[config.mk]
export PLATFORM = sky130hd
export DESIGN_NAME = sleep_mode_controller
export DESIGN_NICKNAME = d
export VERILOG_FILES = /design/src/design/sleep_pkg.sv /design/src/design/sleep_mode_controller.sv /design/src/design/wake_filter.sv
export SDC_FILE = /design/constraint.sdc
export NUM_CORES = 1
export LEC_CHECK = 0
export BUFFER_PORTS_ARGS = -buffer_cell sky130_fd_sc_hd__buf_2
export CORE_AREA = 2 2 80 82
export DETAILED_ROUTE_END_ITERATION = 8
export DIE_AREA = 0 0 82 84
export PLACE_DENSITY = 0.66
export SYNTH_ARGS = -nofsm -noshare
export SYNTH_HDL_FRONTEND = slang
export SYNTH_SLANG_ARGS = --single-unit
export TNS_END_PERCENT = 1
[constraint.sdc]
create_clock -name sys_clk -period 3.5 [get_ports sys_clk]
set_clock_uncertainty 0.05 [all_clocks]
set_input_delay 0.175 -clock sys_clk [delete_from_list [all_inputs] [get_ports sys_clk]]
set_output_delay 0.175 -clock sys_clk [all_outputs]
set_load 0.005 [all_outputs]
[src/design/sleep_pkg.sv]
package sleep_pkg;

   // ----------------------------------------------------------------
   // Mode encodings
   // ----------------------------------------------------------------
   localparam logic [2:0] MODE_IDLE = 3'h0;
   localparam logic [2:0] MODE_QUIET = 3'h1;
   localparam logic [2:0] MODE_PDOWN = 3'h2;
   localparam logic [2:0] MODE_PSAVE = 3'h3;
   localparam logic [2:0] MODE_STBY = 3'h6;
   localparam logic [2:0] MODE_XSTBY = 3'h7;

   // ----------------------------------------------------------------
   // Field positions and reset values
   // ----------------------------------------------------------------
   localparam int SLEEP_OFF_BIT = 6;
   localparam logic [7:0] CORE_CTRL_RESET = 8'h00;

   // ----------------------------------------------------------------
   // Timing
   // ----------------------------------------------------------------
   localparam int CLK_MHZ = 25;
   localparam int HALT_CYCLES = 4;
   localparam int STANDBY_WAKE_CYCLES = 6;
   localparam int DETECTOR_WAKE_US = 60;
   localparam int DETECTOR_WAKE_CYCLES = DETECTOR_WAKE_US * CLK_MHZ;
   localparam int CNT_W = 16;

   // ----------------------------------------------------------------
   // Carriers
   // ----------------------------------------------------------------
   typedef struct packed {
      logic core;
      logic flash;
      logic io;
      logic conv;
      logic async;
      logic main_osc;
      logic timer_osc;
      logic t2_sync;
   } clk_gates_t;

   typedef struct packed {
      logic conv_done;
      logic watchdog_irq;
      logic twi_irq;
      logic twi_addr_match;
      logic timer2_ovf;
      logic timer2_cmp;
      logic spm_ready;
      logic ee_ready;
      logic pin_change;
      logic [2:0] ext_irq_lines;
      logic ext0_is_level;
      logic other_io;
   } wake_src_t;

endpackage

[src/design/sleep_mode_controller.sv]
// Contract
// - Sleep only when sleep_allow is set at the sleep instruction; mode from select.
// - Interrupt wake stalls core four cycles after start-up, then handler runs.
// - Sleep never touches register file or static RAM contents.
// - Reset during sleep wakes device; execution starts at reset vector.
// - Idle stops only core and flash clocks, plus the timer oscillator unless timer 2 is asynchronous.
// - Idle and quiet mode start a conversion when the converter is enabled.
// - Quiet mode stops io, core and flash clocks, and the timer oscillator unless timer 2 is asynchronous; others keep running.
// - Quiet mode wakes only on the listed converter-friendly sources.
// - Power-down stops oscillator and generated clocks.
// - Power-down wakes only on resets, watchdog, address match, external or pin-change.
// - Deeper than idle, external line 0 wakes only as level interrupt.
// - Power-down wake waits start-up delay chosen by clock source fuse.
// - Power-save is power-down with timer 2 still counting.
// - Timer 2 wakes power-save only when masked in and globally enabled.
// - Power-save stops unused timer oscillator or main clock source.
// - Synchronous clock kept for timer 2 goes to timer 2 only.
// - Brown-out disable works only in power-down, power-save and standbys.
// - With brownout_sleep_off set, detector turns off right after eligible entry.
// - Brown-out detector re-enabled on every wake-up.
// - Wake after detector off extends to about 60 us.
// - brownout_sleep_off is bit 6 of core control, written via timed enable.
// - Select 110 is standby, power-down with oscillator, six-cycle wake.
// - Select 111 is extended standby, power-save with oscillator, six-cycle wake.
// - Select 100 and 101 are reserved and never enter sleep.
`timescale 1ns/1ps

module sleep_mode_controller
#(
   parameter int STARTUP_SLOW = 16384,
   parameter int STARTUP_FAST = 1024,
   parameter int DETECTOR_WAKE = sleep_pkg::DETECTOR_WAKE_CYCLES
)
(
   // Clock and reset
   input wire logic sys_clk,
   input wire logic rstn,
   // Core side
   input wire logic sleep_instr,
   input wire logic sleep_allow,
   input wire logic [2:0] sleep_mode_select,
   input wire logic sys_reset_req,
   input wire logic global_irq_enable,
   // Core control register write port; bit 6 holds brownout_sleep_off
   input wire logic core_ctrl_we,
   input wire logic [7:0] core_ctrl_wdata,
   input wire logic sleep_off_write_enable,
   // Configuration
   input wire logic [1:0] clock_source_fuse,
   input wire logic [1:0] timer2_irq_mask,
   input wire logic timer2_enabled,
   input wire logic timer2_async,
   input wire logic converter_enabled,
   // Wake sources
   input wire sleep_pkg::wake_src_t wake_src,
   // Clock gating outputs
   output sleep_pkg::clk_gates_t clk_run,
   // Status and control outputs
   output logic core_stall,
   output logic asleep,
   output logic brownout_enable,
   output logic conv_start,
   output logic resume_irq,
   output logic resume_reset_vector,
   output logic brownout_sleep_off
);

   // ----------------------------------------------------------------
   // State
   // ----------------------------------------------------------------
   typedef enum logic [2:0] {ST_RUN, ST_SLEEP, ST_START, ST_HALT} phase_t;

   typedef struct packed {
      phase_t phase;
      logic [2:0] mode;
      logic detector_was_off;
      logic by_reset;
      logic [sleep_pkg::CNT_W-1:0] count;
      sleep_pkg::clk_gates_t clk_run;
      logic core_stall;
      logic asleep;
      logic brownout_enable;
      logic conv_start;
      logic resume_irq;
      logic resume_reset_vector;
      logic brownout_sleep_off;
   } state_t;

   state_t st;
   state_t next_st;
   logic wake;
   logic mode_ok;
   logic detector_eligible;
   logic [sleep_pkg::CNT_W-1:0] startup;

   // ----------------------------------------------------------------
   // Wake decision
   // ----------------------------------------------------------------
   wake_filter wake_filter_i
   (
      .mode(st.mode),
      .timer2_irq_mask(timer2_irq_mask),
      .global_irq_enable(global_irq_enable),
      .src(wake_src),
      .wake(wake)
   );

   // Reserved encodings are refused so the core never stalls on them.
   always_comb
   begin
      mode_ok = (sleep_mode_select[2:1] != 2'h2);
      detector_eligible = (st.mode == sleep_pkg::MODE_PDOWN) ||
                     (st.mode == sleep_pkg::MODE_PSAVE) ||
                     (st.mode == sleep_pkg::MODE_STBY) ||
                     (st.mode == sleep_pkg::MODE_XSTBY);
   end

   // Start-up count; standby keeps the oscillator so six cycles suffice.
   always_comb
   begin
      if ((st.mode == sleep_pkg::MODE_STBY) || (st.mode == sleep_pkg::MODE_XSTBY))
         startup = sleep_pkg::CNT_W'(sleep_pkg::STANDBY_WAKE_CYCLES);
      else if ((st.mode == sleep_pkg::MODE_IDLE) || (st.mode == sleep_pkg::MODE_QUIET))
         startup = sleep_pkg::CNT_W'(1);
      else if (clock_source_fuse[1])
         startup = sleep_pkg::CNT_W'(STARTUP_SLOW);
      else
         startup = sleep_pkg::CNT_W'(STARTUP_FAST);
      if (st.detector_was_off && (startup < sleep_pkg::CNT_W'(DETECTOR_WAKE)))
         startup = sleep_pkg::CNT_W'(DETECTOR_WAKE);
   end

   // ----------------------------------------------------------------
   // Next state
   // ----------------------------------------------------------------
   // Only clock enables are gated; memories keep their contents.
   always_comb
   begin
      next_st = st;
      next_st.conv_start = 1'b0;
      next_st.resume_irq = 1'b0;
      next_st.resume_reset_vector = 1'b0;
      if (core_ctrl_we && sleep_off_write_enable)
         next_st.brownout_sleep_off = core_ctrl_wdata[sleep_pkg::SLEEP_OFF_BIT];
      case (st.phase)
         ST_RUN:
         begin
            if (sleep_instr && sleep_allow && mode_ok)
            begin
               next_st.phase = ST_SLEEP;
               next_st.mode = sleep_mode_select;
               next_st.asleep = 1'b1;
               next_st.core_stall = 1'b1;
               next_st.conv_start = converter_enabled &&
                  (sleep_mode_select[2:1] == 2'h0);
            end
         end
         ST_SLEEP:
         begin
            // Detector drops one cycle after entry, once mode is registered.
            if (detector_eligible && st.brownout_sleep_off && st.brownout_enable)
            begin
               next_st.brownout_enable = 1'b0;
               next_st.detector_was_off = 1'b1;
            end
            if (sys_reset_req || wake)
            begin
               next_st.by_reset = sys_reset_req;
               next_st.phase = ST_START;
               next_st.count = 16'h0000;
               next_st.brownout_enable = 1'b1;
            end
         end
         ST_START:
         begin
            next_st.count = st.count + 16'h0001;
            if ((st.count + 16'h0001) >= startup)
            begin
               next_st.phase = ST_HALT;
               next_st.count = 16'h0000;
               next_st.asleep = 1'b0;
            end
         end
         ST_HALT:
         begin
            next_st.count = st.count + 16'h0001;
            if (st.by_reset || (st.count + 16'h0001) >= sleep_pkg::CNT_W'(sleep_pkg::HALT_CYCLES))
            begin
               next_st.phase = ST_RUN;
               next_st.core_stall = 1'b0;
               next_st.resume_irq = !st.by_reset;
               next_st.resume_reset_vector = st.by_reset;
               next_st.detector_was_off = 1'b0;
               next_st.by_reset = 1'b0;
            end
         end
         default:
            next_st.phase = ST_RUN;
      endcase
      // Clock gating per mode while asleep.
      next_st.clk_run = '1;
      if (next_st.asleep)
      begin
         next_st.clk_run.core = 1'b0;
         next_st.clk_run.flash = 1'b0;
         case (next_st.mode)
            sleep_pkg::MODE_IDLE:
               next_st.clk_run.timer_osc = timer2_async;
            sleep_pkg::MODE_QUIET:
            begin
               next_st.clk_run.io = 1'b0;
               next_st.clk_run.timer_osc = timer2_async;
            end
            default:
            begin
               // Power-down family: generated clocks stop.
               next_st.clk_run.io = 1'b0;
               next_st.clk_run.conv = 1'b0;
               next_st.clk_run.async = 1'b0;
               next_st.clk_run.main_osc = next_st.mode[2];
               next_st.clk_run.timer_osc = 1'b0;
               next_st.clk_run.t2_sync = 1'b0;
               if (next_st.mode[0] && timer2_enabled)
               begin
                  next_st.clk_run.async = timer2_async;
                  next_st.clk_run.timer_osc = timer2_async;
                  // Sync clock reaches timer 2 only, io stays off.
                  next_st.clk_run.t2_sync = !timer2_async;
                  next_st.clk_run.main_osc = next_st.mode[2] || !timer2_async;
               end
            end
         endcase
      end
   end

   // ----------------------------------------------------------------
   // State register
   // ----------------------------------------------------------------
   always_ff @(posedge sys_clk or negedge rstn)
   begin
      if (!rstn)
      begin
         st <= '0;
         st.phase <= ST_RUN;
         st.clk_run <= '1;
         st.brownout_enable <= 1'b1;
         st.brownout_sleep_off <= sleep_pkg::CORE_CTRL_RESET[sleep_pkg::SLEEP_OFF_BIT];
      end
      else
         st <= next_st;
   end

   // ----------------------------------------------------------------
   // Outputs straight from the state register
   // ----------------------------------------------------------------
   assign clk_run = st.clk_run;
   assign core_stall = st.core_stall;
   assign asleep = st.asleep;
   assign brownout_enable = st.brownout_enable;
   assign conv_start = st.conv_start;
   assign resume_irq = st.resume_irq;
   assign resume_reset_vector = st.resume_reset_vector;
   assign brownout_sleep_off = st.brownout_sleep_off;

endmodule // sleep_mode_controller

[src/design/wake_filter.sv]
`timescale 1ns/1ps

// Decides whether a pending interrupt may wake the core in the given mode.
module wake_filter
(
   // Mode and enables
   input wire logic [2:0] mode,
   input wire logic [1:0] timer2_irq_mask,
   input wire logic global_irq_enable,
   // Sources
   input wire sleep_pkg::wake_src_t src,
   // Result
   output logic wake
);

   logic ext_ok;
   logic t2_ok;

   // ----------------------------------------------------------------
   // Source filtering
   // ----------------------------------------------------------------
   // Deeper than idle, line 0 only counts as a level interrupt.
   always_comb
   begin
      ext_ok = (|src.ext_irq_lines[2:1]) || (src.ext_irq_lines[0] && src.ext0_is_level);
      t2_ok = ((src.timer2_ovf && timer2_irq_mask[0]) ||
               (src.timer2_cmp && timer2_irq_mask[1])) && global_irq_enable;
      wake = 1'b0;
      case (mode)
         sleep_pkg::MODE_IDLE:
            wake = src.conv_done || src.watchdog_irq || src.twi_irq || src.twi_addr_match ||
                   src.timer2_ovf || src.timer2_cmp || src.spm_ready || src.ee_ready ||
                   src.pin_change || (|src.ext_irq_lines) || src.other_io;
         sleep_pkg::MODE_QUIET:
            wake = src.conv_done || src.watchdog_irq || src.twi_irq || src.twi_addr_match ||
                   src.timer2_ovf || src.timer2_cmp || src.spm_ready || src.ee_ready ||
                   src.pin_change || ext_ok;
         sleep_pkg::MODE_PDOWN, sleep_pkg::MODE_STBY:
            wake = src.watchdog_irq || src.twi_addr_match || src.pin_change || ext_ok;
         sleep_pkg::MODE_PSAVE, sleep_pkg::MODE_XSTBY:
            wake = src.watchdog_irq || src.twi_addr_match || src.pin_change || ext_ok || t2_ok;
         default:
            wake = 1'b0;
      endcase
   end

endmodule // wake_filter

== Word-level counts from Yosys, hierarchy flattened ==
Cells that the tools add are included.
Storage, ports and cells
  output and inout port bits: 15
  logic and storage cells: 131
  input bits: 40
  bits in registers: 39
Cells by class
  multiplexer cells: 34
  equality and inequality tests: 15
  reduce and logical (&&, ||, !) cells: 58
  $add $sub $neg: 1
  $lt $le $gt $ge: 3
Operators with widths (count)
  case mux 16 bit (3 select lines): 1
  two-way mux 15 bit: 3
  two-way mux 16 bit: 2
  logical OR 1 bit: 25
  two-way mux 17 bit: 1
  adder 16 x 1 -> 16 bit (second input constant): 1
  greater-or-equal comparator 16 bit: 1
  greater-or-equal comparator 16 x 3 -> 1 bit (second input constant): 1
  < comparator 16 x 11 -> 1 bit (second input constant): 1
  two-way mux 3 bit: 5
  equality test 3 x 2 -> 1 bit (second input constant): 4
  logical AND 1 bit: 12
  != test 2 bit (second input constant): 6
  case mux 3 bit (4 select lines): 1
  two-way mux 1 bit: 10
  equality test 3 x 1 -> 1 bit (second input constant): 3
  logical NOT 3 bit: 3
  AND reduction 3 bit: 3
  two-way mux 2 bit: 4
  two-way mux 8 bit: 1
  OR reduction 2 bit: 4
  equality test 3 bit (second input constant): 2
  two-way mux 6 bit: 1
  nonzero test 2 bit: 3
  10 further kinds: 13

== Longest topological paths before layout ==
  word-level depth: 14
  mapped depth: 13
  mapped depth without buffers: 11

== By module ==
A second synthesis with hierarchy kept.
Unflattened totals
  cells, all modules: 297
  area total of the unflattened synthesis: 2710.1 um^2
Modules (own cells, without submodules)
  sleep_mode_controller: area an instance 2628.8 um^2, sequential area each 935.9 um^2, times used 1, cells each 287
  wake_filter: area an instance 81.3 um^2, sequential area each 0.0 um^2, times used 1, cells each 10

== Least setup slack after synthesis ==
OpenSTA, ideal clock, no wires.
  path type: reg-to-reg
  start: register st[15] (netlist bit)
  end: register st[36] (netlist bit)
  period minus slack after synthesis: 2.991 ns
  stages on the path, launching flop included: 12
  arrival time: 2.814 ns
  slack: 0.509 ns
  data required time: 3.322 ns
  buffers on the path: 0
  library setup time: 0.128 ns
  cell sequence: dfrtp_1 > ha_1 > nand4_2 > nor4_1 > xnor2_1 > inv_1 > ha_1 > o2111ai_1 > a21oi_1 > a221oi_4 > a311oi_2 > mux2_1
Between the ends
  longest elaborated chain between the ends: 5
  elaborated cells on any way between the ends: 7
  those cells by class: 1 x add/sub; 2 x order compare; 2 x eq/ne; 2 x reduce/logical
Ends and longest elaborated chain
  start: declaration: RTL line sleep_mode_controller.sv:89  | state_t st;
  start signal: assignment: RTL line sleep_mode_controller.sv:250  | st <= next_st;
  adder 16 x 1 -> 16 bit *: RTL line sleep_mode_controller.sv:177, sleep_mode_controller.sv:187
  greater-or-equal comparator 16 x 3 -> 1 bit: RTL line sleep_mode_controller.sv:187  | if (st.by_reset || (st.count + 16'h0001) >= sleep_pkg::CNT_W'(sleep_pkg::HALT_CYCLES))
  logical OR 1 bit: RTL line sleep_mode_controller.sv:187
  != test 2 bit (no source line)
  AND reduction 4 bit (no source line) *
Every way passes the cells marked *; elsewhere a longest branch is shown, timed or not.
A chain may end at the register's enable or synchronous reset.

== Worst setup path after layout ==
  start: register st[17] (netlist bit)
  end: register st[19] (netlist bit)
Between the ends
  longest elaborated chain between the ends: 4
Ends and longest elaborated chain
  adder 16 x 1 -> 16 bit *: RTL line sleep_mode_controller.sv:176, sleep_mode_controller.sv:177, sleep_mode_controller.sv:186
  greater-or-equal comparator 16 bit: RTL line sleep_mode_controller.sv:177  | if ((st.count + 16'h0001) >= startup)
  two-way mux 16 bit: RTL line sleep_mode_controller.sv:177
  case mux 16 bit (3 select lines) *: RTL line sleep_mode_controller.sv:145  | case (st.phase)
Marks and branches as above.

==> results.cfg <==
[floorplan]
fp.coreArea_um2 = 6100
rows = 29
die_y_um = 84
start_util_pct = 43.3
fp.dieArea_um2 = 6890
die-width_um = 82
ios = 55

[synthesis]
syn_area_um2 = 2640
synth_fa_ha_area_share_pct = 7.58
synth_top_family_by_area = simple AND/OR/NAND/NOR gates
yosysTopAreaCell = dfrtp_1
async_flop_share_pct = 100
synthMuxAreaShare_pct = 5.26
yosys.area.top_type_share_pct = 27.5
ys_seq_area_share_pct = 35.4
synthFlopType = dfrtp_1
yosys_warnings = 0
synth_cell_types = 63
synthXorXnorAreaFrac_pct = 2.65
synthCells = 295
syn_nets = 351
synth-simple-area-share_pct = 24.4
synthTopCellsByArea = dfrtp_1, dfstp_2, ha_1, nand2_1, o21ai_0
syn_area_per_cell_um2 = 8.96
synth_seq_cells = 37
synth-compound-area-share_pct = 17.8
synth-edff-count = 0

[sta]
fin_setup_tns_ps = 0
setup_viol = 0
rsz0062_at_grt = false
slew_viol_final = 0
slew-limit-headroom_pct = 42.3
final_hold_viol_count = 0
timing.final.crit_share_pct = 91.1
fmax_ghz = 0.314
tightest_slew_ps = 866
finalCriticalPeriod_ps = 3190

[pwr]
switching_share_pct = 41.8
switchingPower_uw = 812
p_comb_share_pct = 47.8
power_frac_seq_pct = 32.3
power_density_nw_per_um2 = 638
p_leak_nw = 1.40
intPower_mw = 1.13
peakVddDrop_v = 0.000323
finalPower_mw = 1.94
p_clk_share_pct = 19.9

[global_routing]
antenna_found_initial = 0
grt_pass1_wl_mm = 10.4
grt_max_degree = 38
grt_pass1_vias = 2184
overflow = 0
grtUsageTotal_pct = 19.4

[run_status]
status = finished clean

[routing]
drtIter0Drc = 104
num_vias = 2294
drt_pre_antenna_iters = 4
avgRoutedWirePerCell_um = 15.0
detail-route-antenna-nets = 0
viasPerCell = 5.54
drc = 0
wl_mm = 6.20

[finish]
largest_register = st
layout.nets = 392
drive_above_1_share_pct = 27.3
top_regs = st x23, clk_run x7
largest_reg_flops = 23
area_growth_pct = 15.2
diodes = 0
fillers = 576

[clock_tree]
numCtsBuffers = 5
cts_tree = yes
htreeDepth = 2
cts.clk_slew.worst_paths_ps = 90
cts_sinks = 37
worstSkewPairLatency_ps = 300
clock-root-buffer = clkbuf_8
cts.path.max_buffers = 2

[placement]
port_buffers = 46
dp_hpwl_mm = 4.57
gp_congestion = 0.892

[setup_path]
critPathCaptureType = flop
critPathKind = reg -> reg
cp_data_required_time_ps = 3660
ff2ff_setup_slack_ps = 310
cp.arrival_ps = 3350
crit_fanout = 9
r2r_end = st[19]
cpPeakStageDelay_ps = 540
rr_startpoint = st[17]
crit_chain = nand3_1 -> nor2_1 -> and3_1 -> xor2_1 -> ha_1 -> or3_1 -> a221o_1 -> a221oi_4 -> buf_4 -> nor2_2 -> o21ai_0
reg2regPathDepth = 11
worstSetupStartpointType = flop
critPathSlowestCell = dfrtp_1

[job]
maxCapViolations = 0

[min_path]
hp-start = sleep_mode_select[1]
hold_depth = 2
min_path_type = in -> reg
hold_end = conv_start
==> cell usage after synthesis (3+ instances only) <==
library cell  count
nand4_1           3
dfstp_2           8
buf_2             4
mux2i_1           6
o31ai_1           4
xnor2_1           4
xor2_1            4
and3_1            5
buf_4             8
o21bai_1          4
ha_1             16
nor2_1           15
nor3_1            7
dfrtp_1          29
a21oi_1           8
nand2_1          44
o21ai_0          17
o211ai_1          6
mux2_2            5
nor4_1            7
clkbuf_1          5
inv_1            15
nand3_1          10
or3_1             6
==> final cells by class <==
cell class	instances	area, um2	share of cell area [%]
clock inverters	3	46.3	1.52
repair buffers	55	303	9.95
clock buffers	5	68.8	2.26
flip-flops and latches	37	936	30.7
multi-input cells	221	1530	50.4
well taps	77	96.3	3.16
inverters	16	60.1	1.97
==> timing repair <==
item | in CTS | in global routing
resized for setup | 0 | 3
hold buffers | 2 | 0
endpoints found under the hold margin | 30 | 0
endpoints found under the setup margin | 0 | 5
setup buffers | 0 | 0
==> critical path, delay by kind of cell (launching register included) <==
| kind | cells | cell delay (ps) |
|---|---|---|
| compound gates | 3 | 950 |
| xor+xnor | 1 | 90 |
| flops | 1 | 540 |
| buf+inv | 1 | 230 |
| fa+ha+maj | 1 | 210 |
| simple gates | 5 | 1040 |
==> routing by layer <==
metal | GRT usage, % | share of wire [%]
met5 | 0 | 0
met4 | 7.58 | 1.4
met3 | 3.35 | 5.6
met2 | 29.8 | 48
met1 | 26.9 | 45
==> placed cells by master, fill, tap and decap left out, drive strengths merged, types with 7 or more instances in the layout <==
master	instances
nand2	44
inv	16
nor3	7
mux2	7
nor2	15
nor4	8
dfrtp	29
dfstp	8
o21ai	20
nand3	11
buf	53
or3	7
a21oi	8
ha	16
==> cell families (layout without fill, tap and decap cells) <==
| group | count (synthesis) | after routing |
|---|---|---|
| and+or+nand+nor | 120 | 120 |
| AOI/OAI and AO/OA | 64 | 64 |
| DFF | 37 | 37 |
| buffers and inverters | 37 | 79 |
| adders and majority gates | 16 | 16 |
| muxes | 13 | 13 |
| xor gates and xnor gates | 8 | 8 |
==> metrics by stage <==
| stage | hold WS [ps] | worst slack, ps | utilization (%) | cells | area [um2] |
|---|---|---|---|---|---|
| final | 27.2 | 312 | 49.9 | 414 | 3040 |
| after global routing | 40.7 | 71.3 | 49.9 | 414 | 3040 |
| after CTS | 26.5 | 229 | 49.8 | 414 | 3030 |
| after detailed placement | 295 | 261 | 47.6 | 404 | 2900 |
| after global placement | 288 | 292 | 47.6 | 404 | 2900 |
| after floorplan | -171 | 509 | - | 295 | 2640 |
==> power by group through the flow <==
stage | sequential [mW] | combinational (mW) | clock (mW)
finish | 0.628 | 0.928 | 0.386
global route | 0.643 | 1.03 | 0.413
CTS | 0.629 | 0.927 | 0.397
detailed placement | 0.636 | 0.921 | 0
global placement | 0.634 | 0.908 | 0
floorplan | 0.616 | 0.705 | 0
==> how the worst max path moves through the flow <==
| stage | depth (start not counted) | slack (ps) | from | endpoint |
|---|---|---|---|---|
| after floorplan | 11 | 510 | st[15] | st[36] |
| after global placement | 11 | 290 | st[16] | clk_run[2] |
| after detailed placement | 11 | 260 | st[16] | clk_run[2] |
| after CTS | 12 | 230 | st[16] | st[19] |
| after global routing | 12 | 70 | st[16] | st[24] |
| final | 11 | 310 | st[17] | st[19] |
Note: power is estimated with default switching activity, not from simulation.
